File: config.mk
export PLATFORM = sky130hd
export DESIGN_NAME = ccp_compare_pwm
export DESIGN_NICKNAME = d
export VERILOG_FILES = /design/src/logic/ccp_pkg.sv /design/src/logic/ccp_compare_pwm.sv /design/src/logic/ccp_tick_gen.sv
export SDC_FILE = /design/constraint.sdc
export NUM_CORES = 1
export LEC_CHECK = 0
export ABC_AREA = 1
export BUFFER_PORTS_ARGS = -buffer_cell sky130_fd_sc_hd__buf_2
export CAP_MARGIN = 20
export CORE_MARGIN = 2
export CORE_UTILIZATION = 60
export DETAILED_ROUTE_END_ITERATION = 10
export HOLD_SLACK_MARGIN = 0.1
export PLACE_DENSITY = 0.92
export SLEW_MARGIN = 5
export SYNTH_ARGS = -nofsm -noshare
export SYNTH_HDL_FRONTEND = slang
export SYNTH_SLANG_ARGS = --single-unit
File: constraint.sdc
create_clock -name CORE_CLK -period 3.6 [get_ports CORE_CLK]
set_input_delay 0.18 -clock CORE_CLK [delete_from_list [all_inputs] [get_ports CORE_CLK]]
set_output_delay 0.18 -clock CORE_CLK [all_outputs]
set_load 0.01 [all_outputs]
File: src/logic/ccp_pkg.sv
// Purpose: Shared constants for the compare and PWM unit
// Assumes: APB byte addressing, 32-bit data, registers in low bits
// Notes:   Reset values and offsets are used by the design and the bench
package ccp_pkg;
    // Register byte offsets
    localparam logic [7:0] ADDR_CTRL     = 8'h00;
    localparam logic [7:0] ADDR_DUTY_UP  = 8'h04;
    localparam logic [7:0] ADDR_DUTY_BUF = 8'h08;
    localparam logic [7:0] ADDR_PERIOD   = 8'h0c;
    localparam logic [7:0] ADDR_TCTRL    = 8'h10;
    localparam logic [7:0] ADDR_STATUS   = 8'h14;
    localparam logic [7:0] ADDR_COUNT    = 8'h18;
    // Control register fields
    localparam int         CTRL_WIDTH    = 6;
    localparam int         DUTY_LO_LSB   = 4;
    localparam int         MODE_LSB      = 0;
    // Mode select codes
    localparam logic [3:0] MODE_OFF      = 4'h0;
    localparam logic [3:0] MODE_TOGGLE   = 4'h2;
    localparam logic [3:0] MODE_SET      = 4'h8;
    localparam logic [3:0] MODE_CLR      = 4'h9;
    localparam logic [3:0] MODE_SWI      = 4'ha;
    localparam logic [3:0] MODE_TRIG     = 4'hb;
    localparam logic [1:0] MODE_PWM_TOP  = 2'h3;
    // Period timer control fields
    localparam int         TC_RUN        = 2;
    localparam logic [1:0] PS_DIV1       = 2'h0;
    localparam logic [1:0] PS_DIV4       = 2'h1;
    // Prescale terminal counts
    localparam logic [3:0] PS_LAST_DIV4  = 4'h3;
    localparam logic [3:0] PS_LAST_DIV16 = 4'hf;
    localparam logic [1:0] PHASE_LAST    = 2'h3;
    // Status bits
    localparam int         ST_MATCH      = 0;
    localparam int         ST_PERIOD     = 1;
    // Reset values
    localparam logic [5:0] RST_CTRL      = 6'h00;
    localparam logic [7:0] RST_BYTE      = 8'h00;
    localparam logic [2:0] RST_TCTRL     = 3'h0;
    // Count register field positions
    localparam int         CNT_RES_LSB   = 8;
endpackage

File: src/logic/ccp_compare_pwm.sv
// Purpose: Compare and standard PWM unit with APB register access
// Assumes: Timebase counter lives outside; CORE_CLK is the system clock
// Notes:   Overview of operation below
//
// Implementation choices: the register addresses and the APB slave port.
`timescale 1ns/1ps
module ccp_compare_pwm (
    input  wire logic        CORE_CLK,
    input  wire logic        RST,
    input  wire logic [7:0]  PADDR,
    input  wire logic        PSEL,
    input  wire logic        PENABLE,
    input  wire logic        PWRITE,
    input  wire logic [31:0] PWDATA,
    output logic [31:0]      PRDATA,
    output logic             PREADY,
    output logic             PSLVERR,
    input  wire logic [15:0] TIMEBASE_COUNT,
    input  wire logic        TIMEBASE_TICK,
    input  wire logic        ADC_ENABLE,
    input  wire logic        SLEEP,
    output logic             CCP_OUT,
    output logic             CCP_OE,
    output logic             CONV_TRIG,
    output logic             CONV_START,
    output logic             TIMEBASE_CLEAR
);
    typedef enum logic [0:0] {ARM_IDLE, ARM_WAIT} arm_t;

    typedef struct packed {
        logic [5:0]  ctrl;
        logic [7:0]  duty_up;
        logic [7:0]  duty_buf;
        logic [1:0]  duty_lat;
        logic [7:0]  period;
        logic [2:0]  tctrl;
        logic [7:0]  count;
        logic        match_flag;
        logic        period_flag;
        logic        cmp_latch;
        logic        pin;
        logic        oe;
        logic        match_prev;
        logic        trig;
        logic        conv;
        logic        tb_clear;
        logic        out;
        arm_t        arm;
        logic [31:0] prdata;
        logic        pready;
        logic        pslverr;
    } state_t;

    state_t      s;
    state_t      next_s;
    logic        inc;
    logic [1:0]  low_bits;
    logic [3:0]  mode;
    logic        is_pwm;
    logic        is_cmp;
    logic        match;
    logic        hit;
    logic        rollover;
    logic        mapped;
    logic        wr;
    logic [9:0]  base;
    logic [9:0]  duty_new;
    logic [31:0] rd_mux;

    ////////////////////////////////////////////////////////////////////////
    // Resolution in bits: 2 plus floor log2 of period plus one
    function automatic logic [3:0] resolution(input logic [7:0] pr);
        logic [8:0] v;
        logic [3:0] r;
        v = {1'b0, pr} + 9'h001;
        r = 4'h2;
        for (int i = 1; i < 9; i++) begin
            if (v[i]) begin
                r = 4'(i + 2);
            end
        end
        return r;
    endfunction

    // Pin driven only in output compare modes and PWM
    function automatic logic drives_pin(input logic [3:0] m);
        return (m == ccp_pkg::MODE_TOGGLE) || (m == ccp_pkg::MODE_SET) ||
               (m == ccp_pkg::MODE_CLR) || (m[3:2] == ccp_pkg::MODE_PWM_TOP);
    endfunction

    ////////////////////////////////////////////////////////////////////////
    // Period timer prescaler, frozen in sleep
    ccp_tick_gen i_ccp_tick_gen (
        .clk      (CORE_CLK),
        .rst      (RST),
        .enable   (s.tctrl[ccp_pkg::TC_RUN] && !SLEEP),
        .prescale (s.tctrl[1:0]),
        .inc      (inc),
        .low_bits (low_bits)
    );

    ////////////////////////////////////////////////////////////////////////
    // Decode of mode, match and timebase
    assign mode     = s.ctrl[ccp_pkg::MODE_LSB +: 4];
    assign is_pwm   = (mode[3:2] == ccp_pkg::MODE_PWM_TOP);
    assign is_cmp   = drives_pin(mode) && !is_pwm || (mode == ccp_pkg::MODE_SWI) ||
                      (mode == ccp_pkg::MODE_TRIG);
    assign match    = (TIMEBASE_COUNT == {s.duty_buf, s.duty_up});
    assign hit      = is_cmp && match && !s.match_prev && !SLEEP;
    assign base     = {s.count, low_bits};
    assign rollover = inc && (s.count == s.period);
    assign duty_new = {s.duty_up, s.ctrl[ccp_pkg::DUTY_LO_LSB +: 2]};
    assign wr       = PSEL && PENABLE && s.pready && PWRITE && !s.pslverr;

    // Address decode and read data
    always_comb begin
        mapped = 1'b1;
        rd_mux = 32'h0000_0000;
        unique case (PADDR)
            ccp_pkg::ADDR_CTRL:     rd_mux[5:0] = s.ctrl;
            ccp_pkg::ADDR_DUTY_UP:  rd_mux[7:0] = s.duty_up;
            ccp_pkg::ADDR_DUTY_BUF: rd_mux[7:0] = s.duty_buf;
            ccp_pkg::ADDR_PERIOD:   rd_mux[7:0] = s.period;
            ccp_pkg::ADDR_TCTRL:    rd_mux[2:0] = s.tctrl;
            ccp_pkg::ADDR_STATUS: begin
                rd_mux[ccp_pkg::ST_MATCH]  = s.match_flag;
                rd_mux[ccp_pkg::ST_PERIOD] = s.period_flag;
            end
            ccp_pkg::ADDR_COUNT: begin
                rd_mux[7:0] = s.count;
                rd_mux[ccp_pkg::CNT_RES_LSB +: 4] = resolution(s.period);
            end
            default:                mapped = 1'b0;
        endcase
    end

    ////////////////////////////////////////////////////////////////////////
    // Next state: bus, compare, PWM
    always_comb begin
        next_s          = s;
        next_s.trig     = 1'b0;
        next_s.conv     = 1'b0;
        next_s.tb_clear = 1'b0;
        // APB answer in the first access cycle
        if (PSEL && !PENABLE) begin
            next_s.pready  = 1'b1;
            next_s.pslverr = !mapped;
            next_s.prdata  = rd_mux;
        end else if (PENABLE && s.pready) begin
            next_s.pready  = 1'b0;
            next_s.pslverr = 1'b0;
        end
        // Register writes
        if (wr) begin
            unique case (PADDR)
                ccp_pkg::ADDR_CTRL: begin
                    next_s.ctrl = PWDATA[ccp_pkg::CTRL_WIDTH-1:0];
                    if (PWDATA[ccp_pkg::CTRL_WIDTH-1:0] == ccp_pkg::RST_CTRL) begin
                        next_s.cmp_latch = 1'b0;
                        next_s.pin       = 1'b0;
                        next_s.arm       = ARM_IDLE;
                    end
                end
                ccp_pkg::ADDR_DUTY_UP:  next_s.duty_up = PWDATA[7:0];
                ccp_pkg::ADDR_DUTY_BUF: begin
                    if (!is_pwm) begin
                        next_s.duty_buf = PWDATA[7:0];
                    end
                end
                ccp_pkg::ADDR_PERIOD:   next_s.period = PWDATA[7:0];
                ccp_pkg::ADDR_TCTRL:    next_s.tctrl = PWDATA[2:0];
                ccp_pkg::ADDR_STATUS: begin
                    if (PWDATA[ccp_pkg::ST_MATCH]) begin
                        next_s.match_flag = 1'b0;
                    end
                    if (PWDATA[ccp_pkg::ST_PERIOD]) begin
                        next_s.period_flag = 1'b0;
                    end
                end
                default: ;
            endcase
        end
        // Compare: hardware flag sets win over the status clears above
        if (!SLEEP) begin
            next_s.match_prev = match;
            if (hit) begin
                next_s.match_flag = 1'b1;
                unique case (mode)
                    ccp_pkg::MODE_TOGGLE: next_s.cmp_latch = !s.cmp_latch;
                    ccp_pkg::MODE_SET:    next_s.cmp_latch = 1'b1;
                    ccp_pkg::MODE_CLR:    next_s.cmp_latch = 1'b0;
                    ccp_pkg::MODE_TRIG: begin
                        next_s.trig = 1'b1;
                        next_s.conv = ADC_ENABLE;
                        next_s.arm  = ARM_WAIT;
                    end
                    default: ;
                endcase
            end
            // Clear request only while the match still holds
            if (s.arm == ARM_WAIT && TIMEBASE_TICK) begin
                next_s.arm      = ARM_IDLE;
                next_s.tb_clear = match && (mode == ccp_pkg::MODE_TRIG);
            end
        end
        // Period timer; postscaler plays no part
        if (inc) begin
            if (rollover) begin
                next_s.count       = 8'h00;
                next_s.period_flag = 1'b1;
                if (is_pwm) begin
                    next_s.duty_buf = s.duty_up;
                    next_s.duty_lat = s.ctrl[ccp_pkg::DUTY_LO_LSB +: 2];
                    next_s.pin      = (duty_new != 10'h000);
                end
            end else begin
                next_s.count = s.count + 8'h01;
            end
        end
        // Duty end; a duty past the period never matches
        if (is_pwm && !SLEEP && !rollover && base == {s.duty_buf, s.duty_lat}) begin
            next_s.pin = 1'b0;
        end
        // Selecting MODE_OFF drops the pin level and clears compare and trigger state
        if (next_s.ctrl[3:0] == ccp_pkg::MODE_OFF) begin
            next_s.pin       = 1'b0;
            next_s.cmp_latch = 1'b0;
            next_s.trig      = 1'b0;
            next_s.conv      = 1'b0;
            next_s.tb_clear  = 1'b0;
            next_s.arm       = ARM_IDLE;
        end
        next_s.oe = drives_pin(next_s.ctrl[3:0]);
        // Pin level registered so the output comes from a flop
        next_s.out = next_s.oe && ((next_s.ctrl[3:2] == ccp_pkg::MODE_PWM_TOP) ?
                                   next_s.pin : next_s.cmp_latch);
    end

    // Single state register; any reset restores defaults
    always_ff @(posedge CORE_CLK or posedge RST) begin
        if (RST) begin
            s          <= '0;
            s.ctrl     <= ccp_pkg::RST_CTRL;
            s.duty_up  <= ccp_pkg::RST_BYTE;
            s.duty_buf <= ccp_pkg::RST_BYTE;
            s.period   <= ccp_pkg::RST_BYTE;
            s.tctrl    <= ccp_pkg::RST_TCTRL;
            s.arm      <= ARM_IDLE;
        end else begin
            s <= next_s;
        end
    end

    ////////////////////////////////////////////////////////////////////////
    // Outputs from state flops; no overflow flag is touched by a trigger
    assign PRDATA         = s.prdata;
    assign PREADY         = s.pready;
    assign PSLVERR        = s.pslverr;
    assign CCP_OUT        = s.out;
    assign CCP_OE         = s.oe;
    assign CONV_TRIG      = s.trig;
    assign CONV_START     = s.conv;
    assign TIMEBASE_CLEAR = s.tb_clear;
endmodule

File: src/logic/ccp_tick_gen.sv
// Purpose: Instruction clock phase and prescaler for the period timer
// Assumes: Enable low holds all state (sleep or timer stopped)
// Notes:   Gives the two low timebase bits and the increment pulse
`timescale 1ns/1ps
module ccp_tick_gen (
    input  wire logic       clk,
    input  wire logic       rst,
    input  wire logic       enable,
    input  wire logic [1:0] prescale,
    output logic            inc,
    output logic [1:0]      low_bits
);
    typedef struct packed {
        logic [1:0] phase;
        logic [3:0] pre;
    } tick_t;

    tick_t      st;
    tick_t      next_st;
    logic [3:0] last;

    ////////////////////////////////////////////////////////////////////////
    // Terminal count per prescale and low timebase bits
    always_comb begin
        unique case (prescale)
            ccp_pkg::PS_DIV1: last = 4'h0;
            ccp_pkg::PS_DIV4: last = ccp_pkg::PS_LAST_DIV4;
            default:          last = ccp_pkg::PS_LAST_DIV16;
        endcase
        unique case (prescale)
            ccp_pkg::PS_DIV1: low_bits = st.phase; // System clock phase
            ccp_pkg::PS_DIV4: low_bits = st.pre[1:0];
            default:          low_bits = st.pre[3:2];
        endcase
        inc = enable && (st.phase == ccp_pkg::PHASE_LAST) && (st.pre == last);
    end

    // Phase advances every enabled cycle, prescaler at phase wrap
    always_comb begin
        next_st = st;
        if (enable) begin
            next_st.phase = st.phase + 2'h1;
            if (st.phase == ccp_pkg::PHASE_LAST) begin
                next_st.pre = (st.pre >= last) ? 4'h0 : st.pre + 4'h1;
            end
        end
    end

    always_ff @(posedge clk or posedge rst) begin
        if (rst) begin
            st <= '0;
        end else begin
            st <= next_st;
        end
    end
endmodule

# Word level (Yosys, flattened, before mapping)
# Index checks and enable logic that the tools add are counted.
[op_classes]
n_addsub = 4
n_lt_le_gt_ge = 1
n_eq_ne = 22
muxes = 60
reduce_logical = 49
[ops]
columns = ["operator", "count"]
rows = [
  ["4-bit two-way mux", 11],
  ["8-bit two-way mux", 4],
  ["10-bit two-way mux", 3],
  ["4-bit equality test (second input constant)", 6],
  ["8-bit by 5-bit equality test with 1-bit output (second input constant)", 3],
  ["1-bit two-way mux", 24],
  ["1-bit logical AND", 20],
  ["20-bit two-way mux", 1],
  ["16-bit equality test", 1],
  ["8-bit by 4-bit equality test with 1-bit output (second input constant)", 2],
  ["2-bit two-way mux", 8],
  ["3-bit one-hot mux with 5 select lines", 1],
  ["2-bit one-hot mux with 7 select lines", 1],
  ["10-bit equality test", 1],
  ["2-bit AND reduction", 5],
  ["10-bit nonzero test", 1],
  ["8-bit by 1-bit adder with 9-bit output (second input constant)", 1],
  ["8-bit by 1-bit adder with 8-bit output (second input constant)", 1],
  ["4-bit by 2-bit equality test with 1-bit output (second input constant)", 2],
  ["8-bit by 3-bit equality test with 1-bit output (second input constant)", 1],
  ["8-bit equality test", 1],
  ["1-bit logical NOT", 8],
  ["8-bit logical NOT", 1],
  ["1-bit logical OR", 8],
  ["other kinds (18)", 21],
]
[totals]
ff_bits = 74
inputBits = 64
output_inout_bits = 39
word_cells = 160

# Logic depth before layout (Yosys ltp)
# Gate-level depths: netlist of run 1.
[depth]
ltp_word = 15
ltp_mapped = 15
depth_no_buf = 14

# Cells and area by module
# From an unflattened synthesis of run 1, not the netlist that was laid out.
[unflattened]
hier_cells = 700
hier_area_um2 = 4895.9
[by_module_without_submodules]
columns = ["mod", "n_inst", "cells_per_inst", "area_per_inst_um2", "seq_area_each_um2"]
rows = [
  ["ccp_compare_pwm", 1, 637, 4429.2, 1701.6],
  ["ccp_tick_gen", 1, 63, 466.7, 150.1],
]

# Least setup slack after synthesis of run 1
# Ideal clock, no wire load.
[synth_timing]
kind = "register to register"
startpoint = "register s[53] in the netlist's numbering"
endpoint = "register s (netlist bit CCP_OUT)"
arrival_time_ns = 1.917
slack_ns = 1.565
path_stages_with_launch = 16
cell_sequence = "dfrtp_1 > nor2_1 > inv_1 > ha_1 > nand2_1 > nor2_1 > nand2_1 > nor2_1 > nand3_1 > buf_2 > nand2_1 > nand2_1 > nand3_2 > nand2_1 > nand2_1 > nor2_1"
[synth_lines]
columns = ["element", "line_no", "rtl"]
rows = [
  ["start, declared", "ccp_compare_pwm.sv:54", "state_t s;"],
  ["start signal, assigned", "ccp_compare_pwm.sv:250", "s <= next_s;"],
]

==> run metrics, run 1 <==
Peak Freq 350 MHz; Ports 103; layout cell share with drive strength beyond 1 12.7%; Multi-input gate area 2340 um2; Mapped Cells 678; unrepaired setup endpoints after global routing no; asr flop ratio synth 100%; post-synthesis mux area share 0.469%; Reg clk slew, reported paths 0.08 ns; Reg2Reg Setup Slack 0.75 ns; metal2 WL 6110 um; DR iter-0 viols 481; worst-case reg-to-reg path depth 14; top post-synthesis cells by area dfrtp_1 (39%), nand2_1 (16%), inv_1 (7.9%), o21ai_0 (5.6%), buf_4 (5.2%); DR vias/cell 5.54; Worst setup EP type flop; Power Total 0.00164 W; vias in the first global route 4293; CTS Buf Count 9; WS Path Type flop to flop; via count 4634; synth cell count leaders nand2_1 (203), inv_1 (101), dfrtp_1 (74); highest metal used met4; most common cell in the netlist nand2_1; die area 8730 um2; later-pin clock latency in the skew report 0.36 ns; Avg Cell Area, Syn 7.08 um2; Routed WL per cell 15.4 um; slew margin rel. 45.9%; CTS Sinks 74; FP Rows 32; fin worst setup slack 0.747 ns; Hold Path Class primary input to flop; n_diodes 0; storage element area 1850 um2; Tmin final 2.85 ns; arrival time worst endpoint 3.11 ns; Final Wtd Congestion 0.982; post-synthesis xor/xnor area fraction 3.65%; routed wire length 12900 um; first-pass GRT wire length 20800 um; root buffer cell clkbuf_8; Final Max Tran Viols 0; Post-DP Area 5000 um2; post-route cell area 5250 um2; drt pass-1 iters 6; maximum number of pins on one net before global-route repair 52; synth-to-layout area growth 9.34%; synthesized flop and latch total 74; Core ar. 7730 um2; Remaining DRCs 0; Hold Vio Cnt, Final 0; GRT overflow 0; crit-path max FO 20; Startpoint Class flop; status complete, no violations; Post-Synth Simple-Gate Area 27.9%; Die Y 93.4 um; GRT Total Usage 30.8%; Synth cell types 45; reg-to-reg startpoint s[53]; initial antenna violation count 0; Synth Warn # 0; Layout Nets 801; H-tree levels 3; post-synth top area share 38.6%; Critical path origin s[53]; crit share post-route 79.3%; Worst EP required 3.85 ns; ANT nets after route 0; Fillers 669; dpl ws 0.882 ns; sequential share of the synthesized area 38.6%; Max Cap Violations 0; CTS tree yes; R2R Path End CCP_OUT; Synth Area in Compound Gates 13.1%; Starting Density 62.1%; total negative slack 0 ns; Pwr Density 312 nW/um2; post-synth top area cell dfrtp_1; final setup vio count 0; number of flops mapped to enable cells by yosys 0; Leak 2.81 nW; Die W 93.4 um; port bufs 58; deepest clock path buffer count 2; Worst-Margin Slew 0.791 ns; Critical Path End CCP_OUT; post-CTS setup buffers 0; WL met3 1240 um; top_reg_cell synth dfrtp_1; Post-Syn Area 4800 um2; Post-Synth Adder-Cell Area 2.09%; largest family of logic cells by synthesized area simple AND/OR/NAND/NOR gates; Peak VDD IR 0.391 mV; met1 wire length 5300 um; dpl hpwl 9740 um; Worst Skew 0.0166 ns
metrics by stage:
step	utilization [%]	std cells	hold WS, ns
2_1_floorplan	-	697	0.243
3_3_place_gp	64.7	815	0.222
3_5_place_dp	64.7	815	0.227
4_1_cts	67.9	836	0.105
5_1_grt	67.9	836	0.108
6_report	67.9	836	0.110
layer usage:
metal  vias up  GRT usage (%)
met5         -              0
met4         0           7.72
met1      2148           41.7
met2       252           50.2
li1       2209              -
met3        25           6.93
what timing repair did:
action                                  4_1_cts  5_1_grt
hold buffers                                  5        0
hold endpoints to repair                     26        0
endpoints found under the setup margin        0        0
gates resized for setup                       0        0
cells by family (layout without fill, tap and decap cells):
logic type               count (synthesis)  after routing
buffers and inverters                  145            182
XOR/XNOR                                20             20
flip-flops                              74             74
adder cells (fa/ha/maj)                  8              8
multiplexers                             2              2
AO/OA/AOI/OAI                          110            110
AND/OR/NAND/NOR                        318            318
other                                    1             20
state kept, by name, summed over array words and instances, names as in the netlist:
| name | flops |
|---|---|
| i_ccp_tick_gen.st | 6 |
| PRDATA | 12 |
| CONV_TRIG | 1 |
| CCP_OE | 1 |
| CCP_OUT | 1 |
| duty_new | 10 |
| base | 8 |
| TIMEBASE_CLEAR | 1 |
| mode | 4 |
| CONV_START | 1 |
| PREADY | 1 |
| s | 27 |
| PSLVERR | 1 |
power by group:
group	internal, W	leakage [nW]	switching (W)
combinational	0.0000416	1.72	0.0000865
clock	0.000337	0.103	0.000326
sequential	0.000837	0.984	0.00000692
total	0.00122	2.81	0.000419
worst max-delay path, cell delays in order, from the launching register on:
cell and delay [ns]:
dfrtp_1 0.45, nor2_1 0.25, inv_1 0.08, ha_1 0.28, nand2_1 0.06, nor2_1 0.13, nand2_1 0.17, nor2_1 0.24
nand3_1 0.57, nand2_1 0.21, nand2_1 0.08, nand3_2 0.08, nand2_1 0.05, nand2_1 0.05, nor2_1 0.04
worst min-delay path by stage:
stage,start,end,depth (start not counted)
finish,TIMEBASE_TICK,TIMEBASE_CLEAR,3
global route,TIMEBASE_TICK,TIMEBASE_CLEAR,3
CTS,TIMEBASE_TICK,TIMEBASE_CLEAR,3
floorplan,PENABLE,PREADY,1
global placement,RST,i_ccp_tick_gen.st[2],2
detailed placement,RST,i_ccp_tick_gen.st[3],2
layout make-up:
cell class | count | share of cell area, %
well taps | 102 | 2.43
inverters | 101 | 7.23
flip-flops and latches | 74 | 35.3
clock inverters | 5 | 1.03
clock buffers | 11 | 2.69
repair buffers | 65 | 6.77
multi-input cells | 478 | 44.6
cell usage in the layout, fill, tap and decap left out, types with 11 or more instances in the layout:
master	n
a21oi_1	22
buf_2	58
conb_1	20
dfrtp_1	74
inv_1	100
nand2_1	203
nand3_1	26
nand4_1	12
nor2_1	56
o21ai_0	54
o22ai_1	11
xor2_1	14
(Power assumes the default switching activity.)
==> inputs of run 2 (changes only) <==
--- a/config.mk
+++ b/config.mk
@@ -9,10 +9,10 @@
 export BUFFER_PORTS_ARGS = -buffer_cell sky130_fd_sc_hd__buf_2
 export CAP_MARGIN = 20
 export CORE_MARGIN = 2
-export CORE_UTILIZATION = 60
+export CORE_UTILIZATION = 55
 export DETAILED_ROUTE_END_ITERATION = 10
 export HOLD_SLACK_MARGIN = 0.1
-export PLACE_DENSITY = 0.92
+export PLACE_DENSITY = 0.85
 export SLEW_MARGIN = 5
 export SYNTH_ARGS = -nofsm -noshare
 export SYNTH_HDL_FRONTEND = slang
==> constraint.sdc (replaced) <==
create_clock -name CORE_CLK -period 2.65 [get_ports CORE_CLK]
set_input_delay 0.1325 -clock CORE_CLK [delete_from_list [all_inputs] [get_ports CORE_CLK]]
set_output_delay 0.1325 -clock CORE_CLK [all_outputs]
set_load 0.01 [all_outputs]
==> run 2 against run 1 <==
Compared with the run above:
- register-to-register slack got worse by 0.43 ns
- clock power up 16%
- combinational power rose by 38%
- sequential power up 36%
- flip-flop and latch count stayed put
- non-clock buffer count increased by 5
- worst setup slack got worse by 0.43 ns
- worst hold slack improved by 0.022 ns
- die area increased by 8.7%
- cell count increased by 1.3%
- wire length decreased by 1.9%
- critical path type unchanged
- critical endpoint is now s[70]
==> run metrics, run 2 (synthesis results as in run 1) <==
status complete, no violations; fin worst setup slack 0.320 ns (-0.427 ns); Tmin final 2.33 ns (-0.523 ns); CTS tree yes; total negative slack 0 ns (unchanged); Routed WL per cell 14.9 um (-3.1%); Ports 103 (unchanged); drt pass-1 iters 7 (+1); Startpoint Class flop; commonest non-fill, non-tap cell in the layout nand2_1; Die Y 97.4 um (+4.3%); WHS 0.132 ns (+0.0223 ns); vias in the first global route 4210 (-1.9%); n_diodes 0 (unchanged); Layout Nets 806 (+0.62%); dpl hpwl 9820 um (+0.79%); arrival time worst endpoint 2.56 ns (-0.55 ns); later-pin clock latency in the skew report 0.35 ns (about the same); routed wire length 12700 um (-1.9%); Final Max Tran Viols 0 (unchanged); Core ar. 8590 um2 (+11%); CTS Sinks 74 (unchanged); Peak Freq 429 MHz (+22%); GRT Total Usage 27.3% (-3.5 points); Starting Density 55.8% (-6.3 points); layout cell share with drive strength beyond 1 13.3% (+0.59 points); slew margin rel. 49.1% (+3.2 points); Remaining DRCs 0 (unchanged); ANT nets after route 0 (unchanged); worst-path cell chain nor2_2 > inv_1 > ha_1 > nand2_1 > nor2_1 > nand2_1 > nor2_1 > nand3_1 > buf_4 > nand2_1 > o21ai_0; most frequent cells in the layout nand2_1 (203), inv_1 (100), dfrtp_1 (74), buf_2 (58), nor2_1 (55); deepest clock path buffer count 2 (unchanged); non-filler cells in the finished layout 847 (+1.3%); DR vias/cell 5.28 (-4.7%); Hold Vio Cnt, Final 0 (unchanged); Largest register FFs 27 (unchanged); Worst-Margin Slew 0.744 ns (-0.0475 ns); WS Path Type flop to flop; Worst EP required 2.88 ns (-0.97 ns); first-pass GRT wire length 20500 um (-1.2%); Max Cap Violations 0 (unchanged); maximum number of pins on one net before global-route repair 75 (+44%); Pwr Density 396 nW/um2 (+27%); port bufs 58 (unchanged); root buffer cell clkbuf_8; CTS Buf Count 9 (unchanged); placed insts 824 (+1.1%); Hold Path Class primary input to flop; post-layout util 61.5% (-6.4 points); Peak VDD IR 0.231 mV (-41%); register bank with the most flops s; H-tree levels 3 (unchanged); Die W 97.4 um (+4.3%); FP Rows 34 (+6.3%); Leak 2.82 nW (+0.20%); Final Wtd Congestion 0.960 (-2.2%); Worst Skew 0.0115 ns (-0.00511 ns); most frequent CP cell nand2_1; crit share post-route 87.9% (+8.7 points); Worst setup EP type flop; via count 4476 (-3.4%); unrepaired setup endpoints after global routing no; final setup vio count 0 (unchanged); DR iter-0 viols 293 (-39%); CP peak stage delay 0.44 ns (-0.13 ns); crit-path max FO 16 (-20%); Reg clk slew, reported paths 0.08 ns (about the same); dpl ws 0.313 ns (-0.570 ns); GRT overflow 0 (unchanged); Fillers 773 (+16%); initial antenna violation count 0 (unchanged); synth-to-layout area growth 10.2%; Worst path slowest cell dfrtp_1; die area 9490 um2 (+8.7%)
run 2: changes by cell type in the layout (fill, tap and decap cells not counted), sizes merged:
cell,change
clkbuf,-2
dlygate4sd3,+2
bufinv,-1
clkinvlp,+3
buf,+3
run 2: metrics by stage:
| stage | area (um2) | power [W] |
|---|---|---|
| floorplan | 4870 | 0.00129 |
| global placement | 5040 | 0.00133 |
| detailed placement | 5040 | 0.00134 |
| CTS | 5280 | 0.00211 |
| global route | 5290 | 0.00218 |
| finish | 5290 | 0.00209 |
run 2: metal layers:
layer | share of wire [%] | track usage, % | wire [um]
met1 | 44 | 38.2 | 5560
met4 | 1.3 | 7.48 | 169
met3 | 6.5 | 3.60 | 824
met5 | 0 | 0 | 0
met2 | 48 | 45.0 | 6100
run 2: area by class of cell:
| class | instances | area [um2] | area share, % |
|---|---|---|---|
| Tap cell | 108 | 135 | 2.56 |
| Clock inverter | 7 | 46.3 | 0.876 |
| Multi-Input combinational cell | 478 | 2340 | 44.3 |
| Timing Repair Buffer | 70 | 410 | 7.76 |
| Inverter | 101 | 379 | 7.17 |
| Sequential cell | 74 | 1850 | 35.0 |
| Clock buffer | 9 | 124 | 2.34 |
run 2: critical path, delay by kind of cell (launching register included):
family,cells,cell delay (ns)
fa+ha+maj,1,0.27
simple gates,7,1.10
compound gates,1,0.08
flops,1,0.44
buf+inv,2,0.32
run 2: power breakdown:
part	leakage, nW	total (W)	internal, W	switching [W]
sequential	0.984	0.00115	0.00114	0.00000935
clock	0.0810	0.000770	0.000336	0.000435
combinational	1.75	0.000177	0.0000609	0.000116
total	2.82	0.00209	0.00153	0.000560
run 2: timing repair:
action                     in CTS  in global routing
resized for setup               0                  1
hold endpoints to repair       79                  0
buffers inserted                0                  0
hold buffers                    7                  0
setup endpoints to repair       0                  8
run 2: path summary, 6_finish.rpt:
check	start	to	slack, ns	depth (start not counted)
worst max-delay path	s[53]	s[70]	0.32	11
worst min-delay path	PWDATA[3]	CCP_OE	0.13	4
worst max register to register	s[53]	s[70]	0.32	11
worst min register to register	PRDATA[8]	PRDATA[8]	0.48	1
max in group asynchronous	RST	s[73]	1.93	4
min in group asynchronous	RST	base[7]	0.41	4
==> inputs of run 3 (changes only) <==
--- a/config.mk
+++ b/config.mk
@@ -6,7 +6,7 @@
 export NUM_CORES = 1
 export LEC_CHECK = 0
 export ABC_AREA = 1
-export BUFFER_PORTS_ARGS = -buffer_cell sky130_fd_sc_hd__buf_2
+export BUFFER_PORTS_ARGS = -buffer_cell sky130_fd_sc_hd__buf_4
 export CAP_MARGIN = 20
 export CORE_MARGIN = 2
 export CORE_UTILIZATION = 55
==> run 3 against run 2 <==
Compared with the run above:
- wire length grew 3.1%
- fmax down 0.69%
- global-route usage is 1.4 points higher
- total power rose by 2.2%
- sequential power about the same
- utilization rose by 1.8 points
- register-to-register slack worse by 0.02 ns
- clock-buffer cell count increased by 1
- worst hold slack lost 0.011 ns
- clock skew about the same
- critical path depth down 1
- critical path type unchanged
- largest power group unchanged
==> run metrics, run 3 (synthesis results as in run 1) <==
Combinational Power Share 9.2% (+0.8 points); Fillers 765 (-1.0%); Hold Vio Cnt, Final 0 (unchanged); worst-path cell chain nor2_2 > inv_1 > ha_1 > nand2_1 > nor2_1 > nand2_1 > nor2_1 > nand3_1 > buf_4 > o21ai_0; Core ar. 8590 um2 (unchanged); crit-path max FO 10 (-6); die area 9490 um2 (unchanged); GRT overflow 0 (unchanged); ANT nets after route 0 (unchanged); worst-case reg-to-reg path depth 10 (-1); Clk pwr share 37.2% (+0.4 points); via count 4508 (+0.71%); CTS Buf Count 9 (unchanged); dpl hpwl 10000 um (+1.8%); post-CTS setup buffers 0 (unchanged); first-pass GRT wire length 21600 um (+5.2%); Routed WL per cell 15.4 um (+2.9%); Largest register FFs 27 (unchanged); Startpoint Class flop; Worst-Margin Slew 0.790 ns (+0.0465 ns); maximum number of pins on one net before global-route repair 40 (-47%); unrepaired setup endpoints after global routing no; Reg2Reg Setup Slack 0.30 ns (-0.02 ns); CTS tree yes; Remaining DRCs 0 (unchanged); DR vias/cell 5.31 (+0.48%); Post-DP Area 5190 um2 (+2.9%); R2R Path End s[68]; Ports 103 (unchanged); Worst EP required 2.90 ns (+0.02 ns); later-pin clock latency in the skew report 0.36 ns (about the same); Die Y 97.4 um (unchanged); H-tree levels 3 (unchanged); P_int 0.00158 W (+2.7%); Peak VDD IR 0.277 mV (+20%); Final Max Tran Viols 0 (unchanged); post-route cell area 5440 um2 (+3.0%); DR iter-0 viols 305 (+4.1%); register bank with the most flops s; Reg clk slew, reported paths 0.08 ns (about the same); Pwr Density 393 nW/um2 (-0.73%); reg-to-reg startpoint s[53]; Peak Freq 426 MHz (-0.69%); Die W 97.4 um (unchanged); crit share post-route 88.5% (+0.61 points); synth-to-layout area growth 13.4%; hold wc startpoint PWDATA[6]; slew margin rel. 46.0% (-3.2 points); Max Cap Violations 0 (unchanged); Sw Share 26.4% (-0.33 points); WS Path Type flop to flop; Hold Crit Endpoint s[62]; final setup vio count 0 (unchanged); Final Wtd Congestion 0.969 (+0.87%); Layout Nets 809 (+0.37%); arrival time worst endpoint 2.60 ns (+0.04 ns); Worst setup EP type flop; Hold Path Cell Cnt 3 (-1); Leak 2.87 nW (+1.8%); NetSw 0.000566 W (+0.95%); most frequent cells in the layout nand2_1 (203), inv_1 (100), dfrtp_1 (74), buf_4 (65), nor2_1 (55); Hold Path Class primary input to flop; Worst Skew 0.0113 ns (-0.000224 ns); routed wire length 13100 um (+3.1%); status complete, no violations; n_diodes 0 (unchanged); Tmin final 2.35 ns (+0.0161 ns); Starting Density 55.8% (unchanged); FP Rows 34 (unchanged); GRT Total Usage 28.7% (+1.4 points); CP peak stage delay 0.44 ns (about the same); Power Total 0.00214 W (+2.2%); layout cell share with drive strength beyond 1 13.4% (+0.099 points); vias in the first global route 4357 (+3.5%); drt pass-1 iters 5 (-2); port bufs 58 (unchanged); total negative slack 0 ns (unchanged); deepest clock path buffer count 2 (unchanged); root buffer cell clkbuf_8; CTS Sinks 74 (unchanged); Seq pwr share 53.6% (-1.2 points); initial antenna violation count 0 (unchanged); commonest non-fill, non-tap cell in the layout nand2_1; Worst path slowest cell dfrtp_1
run 3: changes by cell type in the layout (fill, tap and decap cells not counted):
| cell | change |
|---|---|
| clkbuf_8 | +1 |
| clkinvlp_4 | -2 |
| dlygate4sd3_1 | +1 |
| buf_12 | -1 |
| buf_2 | -58 |
| buf_4 | +61 |
run 3: timing repair:
action,in CTS,in global routing
hold buffers,8,0
endpoints found under the setup margin,0,1
resized for setup,0,1
hold endpoints to repair,81,0
run 3: worst max path at each step:
| stage | startpoint | to |
|---|---|---|
| global placement | s[53] | CCP_OUT |
| CTS | s[53] | s[68] |
| detailed placement | s[53] | CCP_OUT |
| finish | s[53] | s[68] |
| global route | s[53] | CCP_OUT |
| floorplan | s[53] | CCP_OUT |
run 3: stage by stage:
step	cells	setup slack [ns]	utilization, %	hold WS, ns
2_1_floorplan	697	0.615	-	0.196
3_3_place_gp	826	0.402	60.4	0.272
3_5_place_dp	826	0.323	60.4	0.278
4_1_cts	849	0.316	63.3	0.126
5_1_grt	849	0.0811	63.3	0.145
6_report	849	0.304	63.3	0.121
run 3: per-layer routing:
metal	share of wire [%]	track usage, %	vias to the layer above	wire (um)
li1	-	-	2224	-
met1	43	39.8	2053	5670
met2	47	46.3	203	6120
met3	7.5	4.24	28	983
met4	2.2	9.94	0	288
met5	0	0	-	0
run 3: final cells by class:
type / count / area (um2) / share of cell area [%]
Multi-Input combinational cell: 478 / 2340 / 43.0
Clock buffer: 10 / 138 / 2.53
Inverter: 101 / 379 / 6.97
Sequential cell: 74 / 1850 / 34.0
Timing Repair Buffer: 73 / 568 / 10.4
Clock inverter: 5 / 31.3 / 0.575
Tap cell: 108 / 135 / 2.48
run 3: worst max-delay path, delay by kind of cell, from the launching register on:
kind	cells	cell delay (ns)
AOI/OAI and AO/OA	1	0.20
adders and majority gates	1	0.27
buffers and inverters	2	0.30
DFF	1	0.44
and+or+nand+nor	6	1.04
run 3: power by group through the flow:
stage          clock [W]  combinational [W]  sequential (W)
2_1_floorplan          0           0.000120         0.00117
3_3_place_gp           0           0.000184         0.00117
3_5_place_dp           0           0.000189         0.00117
4_1_cts         0.000801           0.000199         0.00115
5_1_grt         0.000852           0.000223         0.00115
6_report        0.000796           0.000198         0.00115
